<file path="src/sfc_pkg.sv">
// shared constants, register layouts and state types of the serial format and control block
package sfc_pkg;
	localparam int ADDR_W = 5;
	localparam logic [4:0] OFS_FMT = 5'h00;
	localparam logic [4:0] OFS_RATE = 5'h04;
	localparam logic [4:0] OFS_CTL = 5'h08;
	localparam logic [4:0] OFS_TXH = 5'h0c;
	localparam logic [4:0] OFS_FLAGS = 5'h10;
	localparam logic [4:0] OFS_RXH = 5'h14;
	localparam logic [7:0] RATE_RST = 8'hff;
	localparam logic [7:0] TXH_RST = 8'hff;
	localparam logic [7:0] FLAGS_RST = 8'h84;
	localparam logic [7:0] DATA7_MASK = 8'h7f;
	localparam logic [3:0] OVS_LAST = 4'hf;
	localparam logic [3:0] OVS_MID = 4'h7;
	localparam logic [3:0] SYNC_BITS = 4'h8;
	localparam logic [3:0] ASYNC_BITS8 = 4'h8;
	localparam logic [3:0] ASYNC_BITS7 = 4'h7;
	localparam logic [3:0] RX_SH_LEN = 4'ha;
	localparam logic [5:0] PS_MASK_1 = 6'h00;
	localparam logic [5:0] PS_MASK_4 = 6'h03;
	localparam logic [5:0] PS_MASK_16 = 6'h0f;
	localparam logic [5:0] PS_MASK_64 = 6'h3f;

	typedef struct packed {
		logic sync_mode;
		logic char_len_select;
		logic parity_on;
		logic odd_parity_sel;
		logic stop_sel;
		logic addressed_frame_format;
		logic prescale_sel_hi;
		logic prescale_sel_lo;
	} sfc_fmt_t;

	typedef struct packed {
		logic tx_empty_irq_on;
		logic rx_full_irq_on;
		logic tx_on;
		logic rx_on;
		logic addr_wake_irq_on;
		logic tx_done_irq_on;
		logic clock_pin_sel_hi;
		logic clock_pin_sel_lo;
	} sfc_ctl_t;

	typedef struct packed {
		logic tx_holding_empty;
		logic rx_holding_full;
		logic overrun_flag;
		logic framing_err_flag;
		logic parity_err_flag;
		logic tx_end;
		logic mp_bit_rx;
		logic mp_bit_tx;
	} sfc_flags_t;

	typedef enum logic [1:0] {RX_IDLE, RX_START, RX_BITS} sfc_rx_t;

	typedef struct packed {
		sfc_fmt_t fmt;
		sfc_ctl_t ctl;
		sfc_flags_t flags;
		sfc_flags_t armed;
		logic [7:0] rate;
		logic [7:0] txh;
		logic [7:0] rxh;
		logic waitreq;
		logic [31:0] rdata;
		logic tx_busy;
		logic [11:0] tx_sh;
		logic [3:0] tx_left;
		logic [3:0] tx_tick;
		logic txd;
		sfc_rx_t rx_st;
		logic [9:0] rx_sh;
		logic [3:0] rx_cnt;
		logic [3:0] rx_tick;
		logic sck;
		logic sck_prev;
		logic sck_oe;
		logic irq_tx;
		logic irq_rx;
		logic irq_err;
	} sfc_state_t;

	function automatic sfc_state_t sfc_state_reset();
		sfc_state_t s;
		s = '0;
		s.rate = RATE_RST;
		s.txh = TXH_RST;
		s.flags = FLAGS_RST;
		s.txd = 1'b1;
		s.sck = 1'b1;
		s.sck_prev = 1'b1;
		s.waitreq = 1'b1;
		return s;
	endfunction : sfc_state_reset

	// data bits of one character; clocked synchronous frames are always 8 bits
	function automatic logic [3:0] sfc_data_len(input sfc_fmt_t f);
		if (f.sync_mode || !f.char_len_select) return ASYNC_BITS8;
		return ASYNC_BITS7;
	endfunction : sfc_data_len

	// parity or address bit present after the data bits
	function automatic logic sfc_has_extra(input sfc_fmt_t f);
		return !f.sync_mode && (f.parity_on || f.addressed_frame_format);
	endfunction : sfc_has_extra
endpackage : sfc_pkg

</file>
<file path="src/sfc_serial_port.sv">
// serial port: format and control registers, transmitter, receiver, avalon slave
// Overview of operation
// RL1 - char length select 1 gives 7-bit characters, bit 7 dropped; 0 gives 8 bits
// RL2 - parity added and checked only in asynchronous mode with parity on
// RL3 - odd select 0: even count of ones in character plus parity
// RL4 - odd select 1: odd count of ones in character plus parity
// RL5 - asynchronous transmit appends one stop bit, or two when stop select is 1
// RL6 - receiver checks only the first stop bit; a following 0 starts a character
// RL7 - clocked synchronous mode sends no stop bits; stop select ignored
// RL8 - address format only in asynchronous mode, and it overrides parity settings
// RL9 - prescale select picks clk, clk/4, clk/16 or clk/64 for the rate generator
// RL10 - control register clears on reset, standby or module stop; else read/write
// RL11 - tx-empty request raised while enabled and holding-empty flag is 1
// RL12 - tx-empty request drops on flag cleared after read, or enable cleared
// RL13 - rx-full and rx-error requests raised when enabled and data reaches holding
// RL14 - rx requests drop when flags cleared after read, or enable cleared
// RL15 - transmit off holds holding-empty at 1 and starts nothing
// RL16 - transmit on starts sending once holding-empty is cleared to 0
// RL17 - software sets the format before turning transmit or receive on
// RL18 - turning receive off leaves full, framing, parity and overrun flags alone
// RL19 - receiver starts on start bit (async) or serial clock edge (sync)
// RL20 - address wake enable works only in asynchronous address format
// RL21 - mode select 0 is asynchronous, 1 is clocked synchronous
// RL22 - clocked synchronous mode always uses 8-bit characters
// RL23 - parity or address bit sits after data and before the stop bits
//
// Added by the designer: the Avalon-MM register port and the register addresses.
`timescale 1ns/1ps
module sfc_serial_port import sfc_pkg::*; (
	input wire logic clk_sys_in,
	input wire logic rst_in,
	input wire logic low_power_in,
	input wire logic [ADDR_W-1:0] avs_address_in,
	input wire logic avs_read_in,
	input wire logic avs_write_in,
	input wire logic [31:0] avs_writedata_in,
	input wire logic [3:0] avs_byteenable_in,
	output logic [31:0] avs_readdata_out,
	output logic avs_waitrequest_out,
	input wire logic rxd_in,
	output logic txd_out,
	input wire logic sck_pin_in,
	output logic sck_pin_out,
	output logic sck_pin_oe_out,
	output logic tx_empty_irq_out,
	output logic rx_full_irq_out,
	output logic rx_error_irq_out
);
	sfc_state_t q;
	sfc_state_t d;
	logic ps_tick;
	logic samp;
	logic req;
	logic wr;
	logic rd;
	logic [3:0] nd;
	logic ext;
	logic addr_fmt;
	logic xbit;
	logic [7:0] dm;
	logic [11:0] frame;
	logic [3:0] tx_count;
	logic run;
	logic sck_rise;
	logic sck_fall;
	logic [3:0] rx_need;
	logic [9:0] rx_shv;
	logic [9:0] word;
	logic [7:0] rx_data;
	logic rx_xb;
	logic rx_stop;
	logic rx_done;
	logic tx_done;

	sfc_prescaler u_ps (
		.clk_sys_in(clk_sys_in),
		.rst_in(rst_in),
		.sel_in({q.fmt.prescale_sel_hi, q.fmt.prescale_sel_lo}),
		.tick_out(ps_tick)
	);

	sfc_rate_gen #(.CNT_W(8)) u_rate (
		.clk_sys_in(clk_sys_in),
		.rst_in(rst_in),
		.tick_in(ps_tick),
		.rate_in(q.rate),
		.samp_out(samp)
	);

	////////////////////////////////////////////////////////////////////////////////
	always_comb begin
		d = q;
		rx_done = 1'b0;
		tx_done = 1'b0;
		nd = sfc_data_len(q.fmt); // [RL1] [RL22]
		ext = sfc_has_extra(q.fmt); // [RL2] [RL8]
		addr_fmt = !q.fmt.sync_mode && q.fmt.addressed_frame_format; // [RL8] [RL21]

		// bus: every access outside standby or module stop waits exactly one cycle, data registered meanwhile
		req = avs_read_in || avs_write_in;
		d.waitreq = !(req && q.waitreq);
		rd = avs_read_in && !q.waitreq;
		wr = avs_write_in && !q.waitreq && avs_byteenable_in[0];
		d.rdata = '0;
		if (req && q.waitreq) begin
			case (avs_address_in)
				OFS_FMT: d.rdata[7:0] = q.fmt;
				OFS_RATE: d.rdata[7:0] = q.rate;
				OFS_CTL: d.rdata[7:0] = q.ctl;
				OFS_TXH: d.rdata[7:0] = q.txh;
				OFS_FLAGS: d.rdata[7:0] = q.flags;
				OFS_RXH: d.rdata[7:0] = q.rxh;
				default: d.rdata = '0;
			endcase
		end
		if (rd && avs_address_in == OFS_FLAGS) begin
			d.armed = q.flags;
		end
		if (wr) begin
			case (avs_address_in)
				OFS_FMT: d.fmt = avs_writedata_in[7:0];
				OFS_RATE: d.rate = avs_writedata_in[7:0];
				OFS_CTL: d.ctl = avs_writedata_in[7:0]; // [RL10]
				OFS_TXH: d.txh = avs_writedata_in[7:0];
				OFS_FLAGS: begin
					// a flag clears only on 0 written after it was read as 1
					d.flags[7:3] = q.flags[7:3] & (avs_writedata_in[7:3] | ~q.armed[7:3]); // [RL12] [RL14]
					d.flags.mp_bit_tx = avs_writedata_in[0];
					d.armed = '0;
				end
				default: d.armed = d.armed;
			endcase
		end

		// serial clock for synchronous mode: output from rate generator or pin input
		run = q.tx_busy || (q.ctl.rx_on && !q.flags.rx_holding_full);
		sck_rise = 1'b0;
		sck_fall = 1'b0;
		d.sck_prev = sck_pin_in;
		d.sck_oe = q.fmt.sync_mode && !q.ctl.clock_pin_sel_hi;
		if (q.fmt.sync_mode && q.ctl.clock_pin_sel_hi) begin
			sck_rise = sck_pin_in && !q.sck_prev;
			sck_fall = !sck_pin_in && q.sck_prev;
		end else if (q.fmt.sync_mode && samp && (run || !q.sck)) begin
			sck_fall = q.sck;
			sck_rise = !q.sck;
			d.sck = !q.sck;
		end else if (!q.fmt.sync_mode) begin
			d.sck = 1'b1;
		end

		////////////////////////////////////////////////////////////////////////////////
		// transmitter
		dm = (nd == ASYNC_BITS7) ? (q.txh & DATA7_MASK) : q.txh; // [RL1]
		xbit = addr_fmt ? q.flags.mp_bit_tx : (^dm ^ q.fmt.odd_parity_sel); // [RL3] [RL4]
		frame = {3'h7, (nd == ASYNC_BITS7) | q.txh[7], q.txh[6:0], 1'b0};
		if (ext) begin
			frame[4'(nd + 4'h1)] = xbit; // [RL23]
		end
		tx_count = 4'h1 + nd + {3'h0, ext} + (q.fmt.stop_sel ? 4'h2 : 4'h1); // [RL5]
		if (!q.tx_busy && q.ctl.tx_on && !q.flags.tx_holding_empty) begin
			d.tx_busy = 1'b1; // [RL16]
			d.flags.tx_holding_empty = 1'b1; // [RL11]
			d.flags.tx_end = 1'b0;
			d.tx_tick = '0;
			if (q.fmt.sync_mode) begin
				d.tx_sh = {4'hf, q.txh};
				d.tx_left = SYNC_BITS; // [RL7] [RL22]
			end else begin
				d.tx_sh = {1'b1, frame[11:1]};
				d.txd = frame[0];
				d.tx_left = tx_count;
			end
		end else if (q.tx_busy && q.fmt.sync_mode) begin
			if (sck_fall) begin
				d.txd = q.tx_sh[0];
				d.tx_sh = {1'b1, q.tx_sh[11:1]};
			end
			if (sck_rise) begin
				d.tx_left = q.tx_left - 4'h1;
				tx_done = (q.tx_left == 4'h1);
			end
		end else if (q.tx_busy && samp) begin
			d.tx_tick = q.tx_tick + 4'h1;
			if (q.tx_tick == OVS_LAST) begin
				if (q.tx_left == 4'h1) begin
					tx_done = 1'b1;
				end else begin
					d.txd = q.tx_sh[0];
					d.tx_sh = {1'b1, q.tx_sh[11:1]};
					d.tx_left = q.tx_left - 4'h1;
				end
			end
		end
		if (tx_done) begin
			d.tx_busy = 1'b0;
			// clocked frames hold the last bit past its rising clock edge, no zero hold
			if (!q.fmt.sync_mode) begin
				d.txd = 1'b1;
			end
			d.flags.tx_end = q.flags.tx_holding_empty;
		end
		// transmit off: abort the frame, line idles high
		if (!q.ctl.tx_on) begin
			d.tx_busy = 1'b0;
			d.txd = 1'b1;
			d.flags.tx_holding_empty = 1'b1; // [RL15]
		end

		////////////////////////////////////////////////////////////////////////////////
		// receiver; only the first stop bit is sampled
		rx_need = q.fmt.sync_mode ? SYNC_BITS : (nd + {3'h0, ext} + 4'h1); // [RL6]
		rx_shv = {rxd_in, q.rx_sh[9:1]};
		case (q.rx_st)
			RX_IDLE: begin
				if (q.ctl.rx_on && !q.fmt.sync_mode && !rxd_in) begin
					d.rx_st = RX_START; // [RL19]
					d.rx_tick = '0;
				end else if (q.ctl.rx_on && q.fmt.sync_mode && sck_rise) begin
					d.rx_sh = rx_shv; // [RL19]
					d.rx_cnt = 4'h1;
					d.rx_st = RX_BITS;
				end
			end
			RX_START: begin
				if (samp) begin
					d.rx_tick = q.rx_tick + 4'h1;
					if (q.rx_tick == OVS_MID) begin
						// a glitch shorter than half a bit is not a start bit
						d.rx_st = rxd_in ? RX_IDLE : RX_BITS;
						d.rx_tick = '0;
						d.rx_cnt = '0;
					end
				end
			end
			RX_BITS: begin
				if (q.fmt.sync_mode ? sck_rise : (samp && q.rx_tick == OVS_LAST)) begin
					d.rx_sh = rx_shv;
					d.rx_cnt = q.rx_cnt + 4'h1;
					rx_done = (q.rx_cnt + 4'h1 == rx_need);
				end
				if (samp && !q.fmt.sync_mode) begin
					d.rx_tick = q.rx_tick + 4'h1;
				end
			end
			default: d.rx_st = RX_IDLE;
		endcase

		word = rx_shv >> (RX_SH_LEN - rx_need);
		rx_data = (nd == ASYNC_BITS7) ? (word[7:0] & DATA7_MASK) : word[7:0]; // [RL1]
		rx_xb = word[nd];
		rx_stop = word[nd + {3'h0, ext}];
		if (rx_done) begin
			d.rx_st = RX_IDLE;
			if (addr_fmt) begin
				d.flags.mp_bit_rx = rx_xb;
			end
			if (!(addr_fmt && q.ctl.addr_wake_irq_on && !rx_xb)) begin // [RL20]
				if (addr_fmt && rx_xb) begin
					d.ctl.addr_wake_irq_on = 1'b0;
				end
				if (q.flags.rx_holding_full) begin
					d.flags.overrun_flag = 1'b1;
				end else begin
					d.rxh = rx_data;
					d.flags.rx_holding_full = 1'b1; // [RL13]
					if (!q.fmt.sync_mode && !rx_stop) begin
						d.flags.framing_err_flag = 1'b1; // [RL6]
					end
					if (ext && !addr_fmt && ((^rx_data ^ rx_xb) != q.fmt.odd_parity_sel)) begin
						d.flags.parity_err_flag = 1'b1; // [RL2] [RL3] [RL4]
					end
				end
			end
		end
		// receive off stops the engine; the flags keep their state
		if (!q.ctl.rx_on) begin
			d.rx_st = RX_IDLE; // [RL18]
		end

		// interrupt requests follow enables and flags
		d.irq_tx = q.ctl.tx_empty_irq_on && q.flags.tx_holding_empty; // [RL11] [RL12]
		d.irq_rx = q.ctl.rx_full_irq_on && q.flags.rx_holding_full; // [RL13] [RL14]
		d.irq_err = q.ctl.rx_full_irq_on
			&& (q.flags.framing_err_flag || q.flags.parity_err_flag || q.flags.overrun_flag); // [RL14]

		// standby or module stop: registers back to initial values, bus not answered
		if (low_power_in) begin
			d = sfc_state_reset(); // [RL10]
		end
	end

	always_ff @(posedge clk_sys_in) begin
		if (rst_in) begin
			q <= sfc_state_reset(); // [RL10]
		end else begin
			q <= d;
		end
	end

	assign avs_readdata_out = q.rdata;
	assign avs_waitrequest_out = q.waitreq;
	assign txd_out = q.txd;
	assign sck_pin_out = q.sck;
	assign sck_pin_oe_out = q.sck_oe;
	assign tx_empty_irq_out = q.irq_tx;
	assign rx_full_irq_out = q.irq_rx;
	assign rx_error_irq_out = q.irq_err;
endmodule : sfc_serial_port

</file>
<file path="src/sfc_prescaler.sv">
// prescaler that feeds the rate generator with clk, clk/4, clk/16 or clk/64 enables
`timescale 1ns/1ps
module sfc_prescaler import sfc_pkg::*; (
	input wire logic clk_sys_in,
	input wire logic rst_in,
	input wire logic [1:0] sel_in,
	output logic tick_out
);
	typedef struct packed {
		logic [5:0] cnt;
		logic tick;
	} sfc_ps_state_t;

	sfc_ps_state_t q;
	sfc_ps_state_t d;
	logic [5:0] mask;

	always_comb begin
		d = q;
		case (sel_in)
			2'h0: mask = PS_MASK_1;
			2'h1: mask = PS_MASK_4;
			2'h2: mask = PS_MASK_16;
			default: mask = PS_MASK_64;
		endcase
		d.cnt = q.cnt + 6'h01;
		d.tick = ((q.cnt & mask) == mask); // [RL9]
	end

	always_ff @(posedge clk_sys_in) begin
		if (rst_in) begin
			q <= '0;
		end else begin
			q <= d;
		end
	end

	assign tick_out = q.tick;
endmodule : sfc_prescaler

</file>
<file path="src/sfc_rate_gen.sv">
// divides the prescaled enable by (rate + 1) into the sample enable
`timescale 1ns/1ps
module sfc_rate_gen #(
	parameter int CNT_W = 8
) (
	input wire logic clk_sys_in,
	input wire logic rst_in,
	input wire logic tick_in,
	input wire logic [CNT_W-1:0] rate_in,
	output logic samp_out
);
	typedef struct packed {
		logic [CNT_W-1:0] cnt;
		logic samp;
	} sfc_rg_state_t;

	sfc_rg_state_t q;
	sfc_rg_state_t d;

	if (CNT_W < 1 || CNT_W > 16) begin : g_bad_width
		$error("sfc_rate_gen: CNT_W out of range");
	end

	always_comb begin
		d = q;
		d.samp = 1'b0;
		if (tick_in) begin
			if (q.cnt >= rate_in) begin
				d.cnt = '0;
				d.samp = 1'b1;
			end else begin
				d.cnt = q.cnt + 1'b1;
			end
		end
	end

	always_ff @(posedge clk_sys_in) begin
		if (rst_in) begin
			q <= '0;
		end else begin
			q <= d;
		end
	end

	assign samp_out = q.samp;
endmodule : sfc_rate_gen

</file>
<file path="config.mk">
export PLATFORM = sky130hd
export DESIGN_NAME = sfc_serial_port
export DESIGN_NICKNAME = d
export VERILOG_FILES = /design/src/sfc_pkg.sv /design/src/sfc_serial_port.sv /design/src/sfc_prescaler.sv /design/src/sfc_rate_gen.sv
export SDC_FILE = /design/constraint.sdc
export NUM_CORES = 1
export LEC_CHECK = 0
export BUFFER_PORTS_ARGS = -buffer_cell sky130_fd_sc_hd__buf_2
export CAP_MARGIN = 20
export CORE_AREA = 5 5 116 118
export CTS_BUF_LIST = sky130_fd_sc_hd__clkbuf_2 sky130_fd_sc_hd__clkbuf_4 sky130_fd_sc_hd__clkbuf_8
export DETAILED_ROUTE_END_ITERATION = 8
export DIE_AREA = 0 0 121 123
export GPL_TIMING_DRIVEN = 0
export PLACE_DENSITY = 0.75
export SETUP_SLACK_MARGIN = 0.1
export SYNTH_ARGS = -nofsm -noshare
export SYNTH_HDL_FRONTEND = slang
export SYNTH_SLANG_ARGS = --single-unit
export TNS_END_PERCENT = 20
</file>
<file path="constraint.sdc">
create_clock -name clk_sys_in -period 4.9 [get_ports clk_sys_in]
set_input_delay 0.245 -clock clk_sys_in [delete_from_list [all_inputs] [get_ports clk_sys_in]]
set_output_delay 0.245 -clock clk_sys_in [all_outputs]
set_load 0.005 [all_outputs]
</file>
Word level (Yosys, flattened, before mapping)
Index checks and enable logic that the tools add are counted.

storage, ports and cells
  register bits = 153
  input port bits = 48

cells by class
  add/subtract/negate cells = 12
  order comparisons = 5
  equality and inequality tests = 29
  shifts and indexed selects = 1
  multiplexer cells = 85
  bitwise logic cells = 16
  reductions and logical operators = 89

operator list
  operator               count
  $mux W8                9
  $mux W16               4
  $pmux W8 S6            1
  $mux W21               2
  $mux W4                10
  $mux W1                37
  $logic_and A1 B1 Y1    34
  $mux W14               2
  $mux W12               2
  $mux W24               1
  $pmux W8 S3            1
  $pmux W10 S2           1
  $reduce_and A4 Y1      5
  $pmux W6 S3            1
  $add A4 B1 Y4 const B  4
  $reduce_and A2 Y1      8
  $reduce_xor A8 Y1      2
  $logic_not A1 Y1       15
  $lt A4 B5 Y1 const B   3
  $mux W15               1
  $bwmux W12             1
  $mux W2                6
  $ne A2 B2 Y1 const B   6
  $ne A3 B3 Y1 const B   4
  44 further kinds       77

Depth between registers and ports, before layout
  depth in word-level cells = 18
  gate-level depth with buffers = 16
  mapped depth without buffers = 14

Hierarchy
From an unflattened synthesis, not the netlist that was laid out.

second synthesis, totals
  cell total of the unflattened synthesis = 825
  area, all modules = 6894.1 µm²

modules (own cells, without submodules)
  module           times used  cells an instance  area each (µm²)
  sfc_serial_port  1           733                6013.3
  sfc_rate_gen     1           64                 610.6
  sfc_prescaler    1           28                 270.3

Worst setup path after synthesis
No wires, ideal clock.

  kind = register to register
  from = register q[136] (netlist bit)
  to = register q[116] (netlist bit)
  arrival time = 3.383 ns
  data required time = 4.804 ns
  slack = 1.422 ns
  cell stages (with the launch flop) = 16
  path buffers = 3
  clock period less this slack = 3.478 ns
  cell sequence = dfxtp_1 nand2b_1 inv_1 ha_1 nor2b_1 buf_6 buf_6 ha_1 buf_1 mux4_2 xnor2_1 xnor2_1 a21oi_1 xnor2_1 xnor2_1 o41ai_2

between the ends
  cells in the longest elaborated chain, start to end = 17
  elaborated cells on any way between the ends = 37

RTL lines
  element                                                             RTL line                                        RTL
  start, declared                                                     sfc_serial_port.sv:49                           sfc_state_t q;
  start signal, assigned                                              sfc_serial_port.sv:295                          q <= sfc_state_reset();
  $logic_or A1 B1 Y1                                                  sfc_pkg.sv:102                                  if (f.sync_mode || !f.char_len_select) return ASYNC_BITS8;
  $mux W1                                                             sfc_pkg.sv:102
  $mux W4                                                             sfc_pkg.sv:103                                  return ASYNC_BITS7;
  $add A4 B1 Y4 (2 in series)                                         sfc_serial_port.sv:212                          rx_need = q.fmt.sync_mode ? SYNC_BITS : (nd + {3'h0, ext} + 4'h1);
  $mux W4                                                             sfc_serial_port.sv:212
  $sub A4 B4 Y4                                                       sfc_serial_port.sv:249                          word = rx_shv >> (RX_SH_LEN - rx_need);
  $shr A10 B4 Y10                                                     sfc_serial_port.sv:249
  $bmux W1 S4 or $mux W8 (tied branches)                              sfc_serial_port.sv:251, sfc_serial_port.sv:250
  $mux W1 (not written as such) or $reduce_xor A8 Y1 (tied branches)  sfc_serial_port.sv:251, sfc_serial_port.sv:270
  $xor A1 B1 Y1                                                       sfc_serial_port.sv:270                          if (ext && !addr_fmt && ((^rx_data ^ rx_xb) != q.fmt.odd_parity_sel)) begin
  $ne A1 B1 Y1                                                        sfc_serial_port.sv:270
  $logic_and A1 B1 Y1                                                 sfc_serial_port.sv:270
  $mux W1                                                             sfc_serial_port.sv:270
  $mux W2                                                             sfc_serial_port.sv:262                          if (q.flags.rx_holding_full) begin
  $mux W4                                                             sfc_serial_port.sv:258                          if (!(addr_fmt && q.ctl.addr_wake_irq_on && !rx_xb)) begin
  $mux W4 (*)                                                         sfc_serial_port.sv:253                          if (rx_done) begin

Mark *: on every way between the ends. The rest lies on a longest branch, timed or not. The select of a mux whose other input is x is not followed.
A chain may end at the register's enable or synchronous reset.

Worst setup path in the final report
Same ends and word-level chain as after synthesis.

==> impl.org <==
** Pwr
- Summed over all nets, the switching power comes to ~500 uW.
- The share of total power dissipated in the clock network is 0.470.
- Of the total power, the share spent switching nets is 0.2394.
- IR analysis of the VDD net gives a maximum drop of approximately 0.00033 V.
- Power comes to 2.109 mW.
- Of the total power, registers draw 0.486.
- In this run the static leakage power is 3.037 nW.
- The share of total power dissipated in combinational logic is 0.044.
- The internal power of the cells totals 1.604 mW.
- For this design the ratio of total power to cell area is 280.1 nW/um^2.

** Die
- The floorplan has 41 rows.
- The initial utilization of the core area, before any placement, comes to 0.5354.
- The core region is approximately 12000 sq um.
- Die Area :: 14880 sq um
- The floorplan step set the die height to around 120 um.
- During I/O placement, the number of pins put on the boundary was 87.
- Die width :: roughly 120 um

** Route
- Number of design-rule violations left by the first detailed-router iteration :: 588
- The first detailed-routing pass ran for 6 iterations.
- The count of nets left with antenna violations once routing finished came out at 0.
- Routed via count :: between 5000 and 6000
- Number of vias per cell :: roughly 5.6
- Remaining routing DRC violations :: 0
- Wires add up to around 17000 um.
- Routed WL per cell :: around 16 um

** Timing
- At the pin with the least slew margin, the transition time is 909.6 ps.
- Unrepaired setup endpoints after global routing :: false
- Clock skew on the completed layout was measured at 10.92 ps.
- Setup violation total in the final timing report :: 0
- The hold violation count in the final report is 0.
- Crit path time final :: 4212 ps
- Slew HR :: 0.3923
- The number of max-slew violations in the final report is 0.
- Dividing the final minimum period by the clock period gives 0.8595.
- Setup TNS :: 0 ps
- Timing would allow up to 237.4 MHz.

** Place
- Routability Congestion :: ~0.85
- Total of buffers placed on input and output ports :: 34
- In this run, placement finished with an instance count of 1010.
- The placed instances occupy a cell area of 7096 sq um.
- Detailed placer's ending HPWL :: 12310 um

** Clock network
- Quantity of gates resized following cts :: 0
- Clock buffer count from CTS :: 17
- Maximum root-to-sink buffer count :: 2
- In this run, post-CTS hold repair placed 0 buffers.
- CTS saw about 130 sinks.
- TritonCTS clock tree :: yes
- Clock root buffer :: sky130_fd_sc_hd__clkbuf_8
- At the later pin of the worst-skew pair, clock insertion delay measures 470 ps.
- The H-tree was split into 4 levels.
- Clock-pin slew was measured on the worst setup and hold paths at roughly 80 ps.
- Once the clock tree was built, the setup fixing pass inserted 0 buffers.

** Worst setup path
- Class of the most critical setup path :: reg -> reg
- Data arrival, critical path :: between 4000 and 5000 ps
- Kind of end point of the critical path :: flop
- Critical path launch point type :: flop
- Data required time at the worst endpoint :: roughly 5200 ps
- In this run the worst path has a maximum fanout of 10.

** Logic synthesis
- The biggest area contributor in the post-synthesis netlist is sky130_fd_sc_hd__dfxtp_1.
- Of the post-synthesis cell area, the dominant cell type holds 0.3781.
- The cell area that synthesis handed to floorplanning was 6619 sq um.
- Mean post-synth cell area :: around 8.5 sq um
- Async set or reset register ratio after synthesis :: 0
- Ys flop type :: sky130_fd_sc_hd__dfxtp_1
- The share of the Yosys chip area taken by registers is 0.3781.
- YS warnings :: 0
- Most frequent cell after synthesis :: sky130_fd_sc_hd__dfxtp_1
- Post-synth cell types :: 63
- Most frequent cells after synthesis :: 125 x sky130_fd_sc_hd__dfxtp_1, 91 x sky130_fd_sc_hd__nor2_1, 71 x sky130_fd_sc_hd__nand2_1
- Cell types with the largest area share after synthesis :: sky130_fd_sc_hd__dfxtp_1 38%, sky130_fd_sc_hd__nor2_1 5.2%, sky130_fd_sc_hd__mux2i_1 4.5%, sky130_fd_sc_hd__ha_1 4.2%, sky130_fd_sc_hd__nand2_1 4.0%
- Number of cells produced by synthesis :: 780
- #FFs+latches synth :: 125
- Yosys mapped a number of flops with a built-in enable equal to 0.

** GRT
- Initial antenna violation count :: 0
- In the global route stage, overall resource usage came out at 0.2350.
- The first global-routing pass estimated 27140 um of wire.
- Gr ovfl total :: 0
- Largest net degree at the start of global routing :: 17
- The via count of the first global-routing pass is roughly 5200.

** Layout
- The area growth from synthesis to layout is 13.76%.
- In the final layout, the share of cells above drive strength 1 is 0.1425.
- Number of antenna cells inserted :: 0
- The finished cells cover between 7000 and 8000 sq um.
- Fill cells in the final layout number ~1100.
- Nets :: slightly above 900
- The finished layout holds between 1000 and 1500 standard cells, fillers aside.

** Job
- Number of max-cap violations :: 0

** Status
- The run finished with clean final reports.

** Min path
- The min-delay analysis places its worst path in the category in -> reg.
## sequential cells by signal, indices dropped and copies added, names as in the netlist
name / cells
u_rate.samp_out: 1
tx_empty_irq_out: 1
sck_pin_oe_out: 1
avs_readdata_out: 8
u_rate.q: 8
rx_error_irq_out: 1
q: 94
txd_out: 1
avs_waitrequest_out: 1
u_ps.tick_out: 1
rx_full_irq_out: 1
sck_pin_out: 1
u_ps.q: 6
## path summary, 6_finish.rpt
check,from,end,slack [ps],cells past startpoint
worst min register to register,q[28],q[28],480,2
worst max register to register,q[136],q[116],690,15
worst max-delay path,q[136],q[116],690,15
worst min-delay path,sck_pin_in,q[4],20,2
## area by class of cell
class / count / area, sq um / area share
Clock inverter: 12 / 158.9 / 0.02110
Inverter: 25 / 93.84 / 0.01246
Timing Repair Buffer: 35 / 175.2 / 0.02326
Multi-Input combinational cell: 582 / 3706 / 0.4922
Sequential cell: 125 / 2502 / 0.3323
Buffer: 71 / 402.9 / 0.05351
Clock buffer: 20 / 275.3 / 0.03656
Tap cell: 172 / 215.2 / 0.02858
## kinds of logic (layout without fill, tap and decap cells)
| group | Yosys count | after routing | synth area share |
|---|---|---|---|
| compound gates | 174 | 174 | 0.1785 |
| xor+xnor | 34 | 34 | 0.04613 |
| mux | 39 | 39 | 0.07127 |
| simple gates | 288 | 288 | 0.2059 |
| fa+ha+maj | 23 | 23 | 0.04461 |
| buf+inv | 96 | 163 | 0.07505 |
| flops | 125 | 125 | 0.3781 |
| other cells | 1 | 24 | 0.0005666 |
## power groups by stage
stage / combinational, mW / sequential (mW) / clock (mW)
finish: 0.0929 / 1.03 / 0.990
global route: 0.101 / 1.03 / 1.05
CTS: 0.0911 / 1.03 / 1.00
detailed placement: 0.0907 / 1.05 / 0
global placement: 0.0901 / 1.05 / 0
floorplan: 0.0569 / 1.05 / 0
## through the flow
| stage | utilization | hold WS, ps | worst slack [ps] |
|---|---|---|---|
| after floorplan | - | 343.8 | 1422 |
| after global placement | 0.5735 | 458.1 | 851.1 |
| after detailed placement | 0.5739 | 460.7 | 845.2 |
| after CTS | 0.6090 | 3.450 | 744.9 |
| after global routing | 0.6090 | 12.11 | 427.2 |
| final | 0.6090 | 17.90 | 688.3 |
## layout by cell type, fill, tap and decap left out, types with 4 or more instances in the layout
cell type and instances:
sky130_fd_sc_hd__inv_1 25, sky130_fd_sc_hd__nor4_1 4, sky130_fd_sc_hd__nor2_1 91, sky130_fd_sc_hd__nand3_1 44
sky130_fd_sc_hd__or3_1 4, sky130_fd_sc_hd__buf_4 32, sky130_fd_sc_hd__and2_1 5, sky130_fd_sc_hd__mux4_2 5
sky130_fd_sc_hd__xor2_1 8, sky130_fd_sc_hd__o21ai_0 19, sky130_fd_sc_hd__nor3_1 10, sky130_fd_sc_hd__nor3b_1 6
sky130_fd_sc_hd__conb_1 24, sky130_fd_sc_hd__a31oi_1 15, sky130_fd_sc_hd__o211ai_1 12, sky130_fd_sc_hd__xnor2_1 25
sky130_fd_sc_hd__a22oi_1 33, sky130_fd_sc_hd__buf_1 6, sky130_fd_sc_hd__clkbuf_1 30, sky130_fd_sc_hd__and3_1 5
sky130_fd_sc_hd__clkbuf_8 20, sky130_fd_sc_hd__nand2_1 71, sky130_fd_sc_hd__a21o_1 4, sky130_fd_sc_hd__nand3b_1 7
sky130_fd_sc_hd__dfxtp_1 125, sky130_fd_sc_hd__nand4_1 4, sky130_fd_sc_hd__nand2b_1 14, sky130_fd_sc_hd__o21a_1 4
sky130_fd_sc_hd__nor2b_1 12, sky130_fd_sc_hd__buf_2 36, sky130_fd_sc_hd__ha_1 22, sky130_fd_sc_hd__a21oi_1 53
sky130_fd_sc_hd__a211oi_1 12, sky130_fd_sc_hd__mux2i_1 30
## metal layers
metal	track usage	share of wire	wire length [um]
met5	0	0	0
met4	0.09703	0.028	480
met3	0.05535	0.073	1236
met2	0.3762	0.46	7717
met1	0.3069	0.44	7426
## worst max-delay path, stage by stage (launching register included)
cell and delay [ps]:
sky130_fd_sc_hd__dfxtp_1 490, sky130_fd_sc_hd__nand2b_1 250, sky130_fd_sc_hd__inv_1 160, sky130_fd_sc_hd__ha_1 390, sky130_fd_sc_hd__nor2b_1 170, sky130_fd_sc_hd__buf_6 140
sky130_fd_sc_hd__buf_6 150, sky130_fd_sc_hd__ha_1 370, sky130_fd_sc_hd__buf_1 440, sky130_fd_sc_hd__mux4_2 460, sky130_fd_sc_hd__xnor2_1 230, sky130_fd_sc_hd__xnor2_1 90
sky130_fd_sc_hd__a21oi_1 230, sky130_fd_sc_hd__xnor2_1 120, sky130_fd_sc_hd__xnor2_1 270, sky130_fd_sc_hd__o41ai_2 90
(Power assumes the default switching activity.)
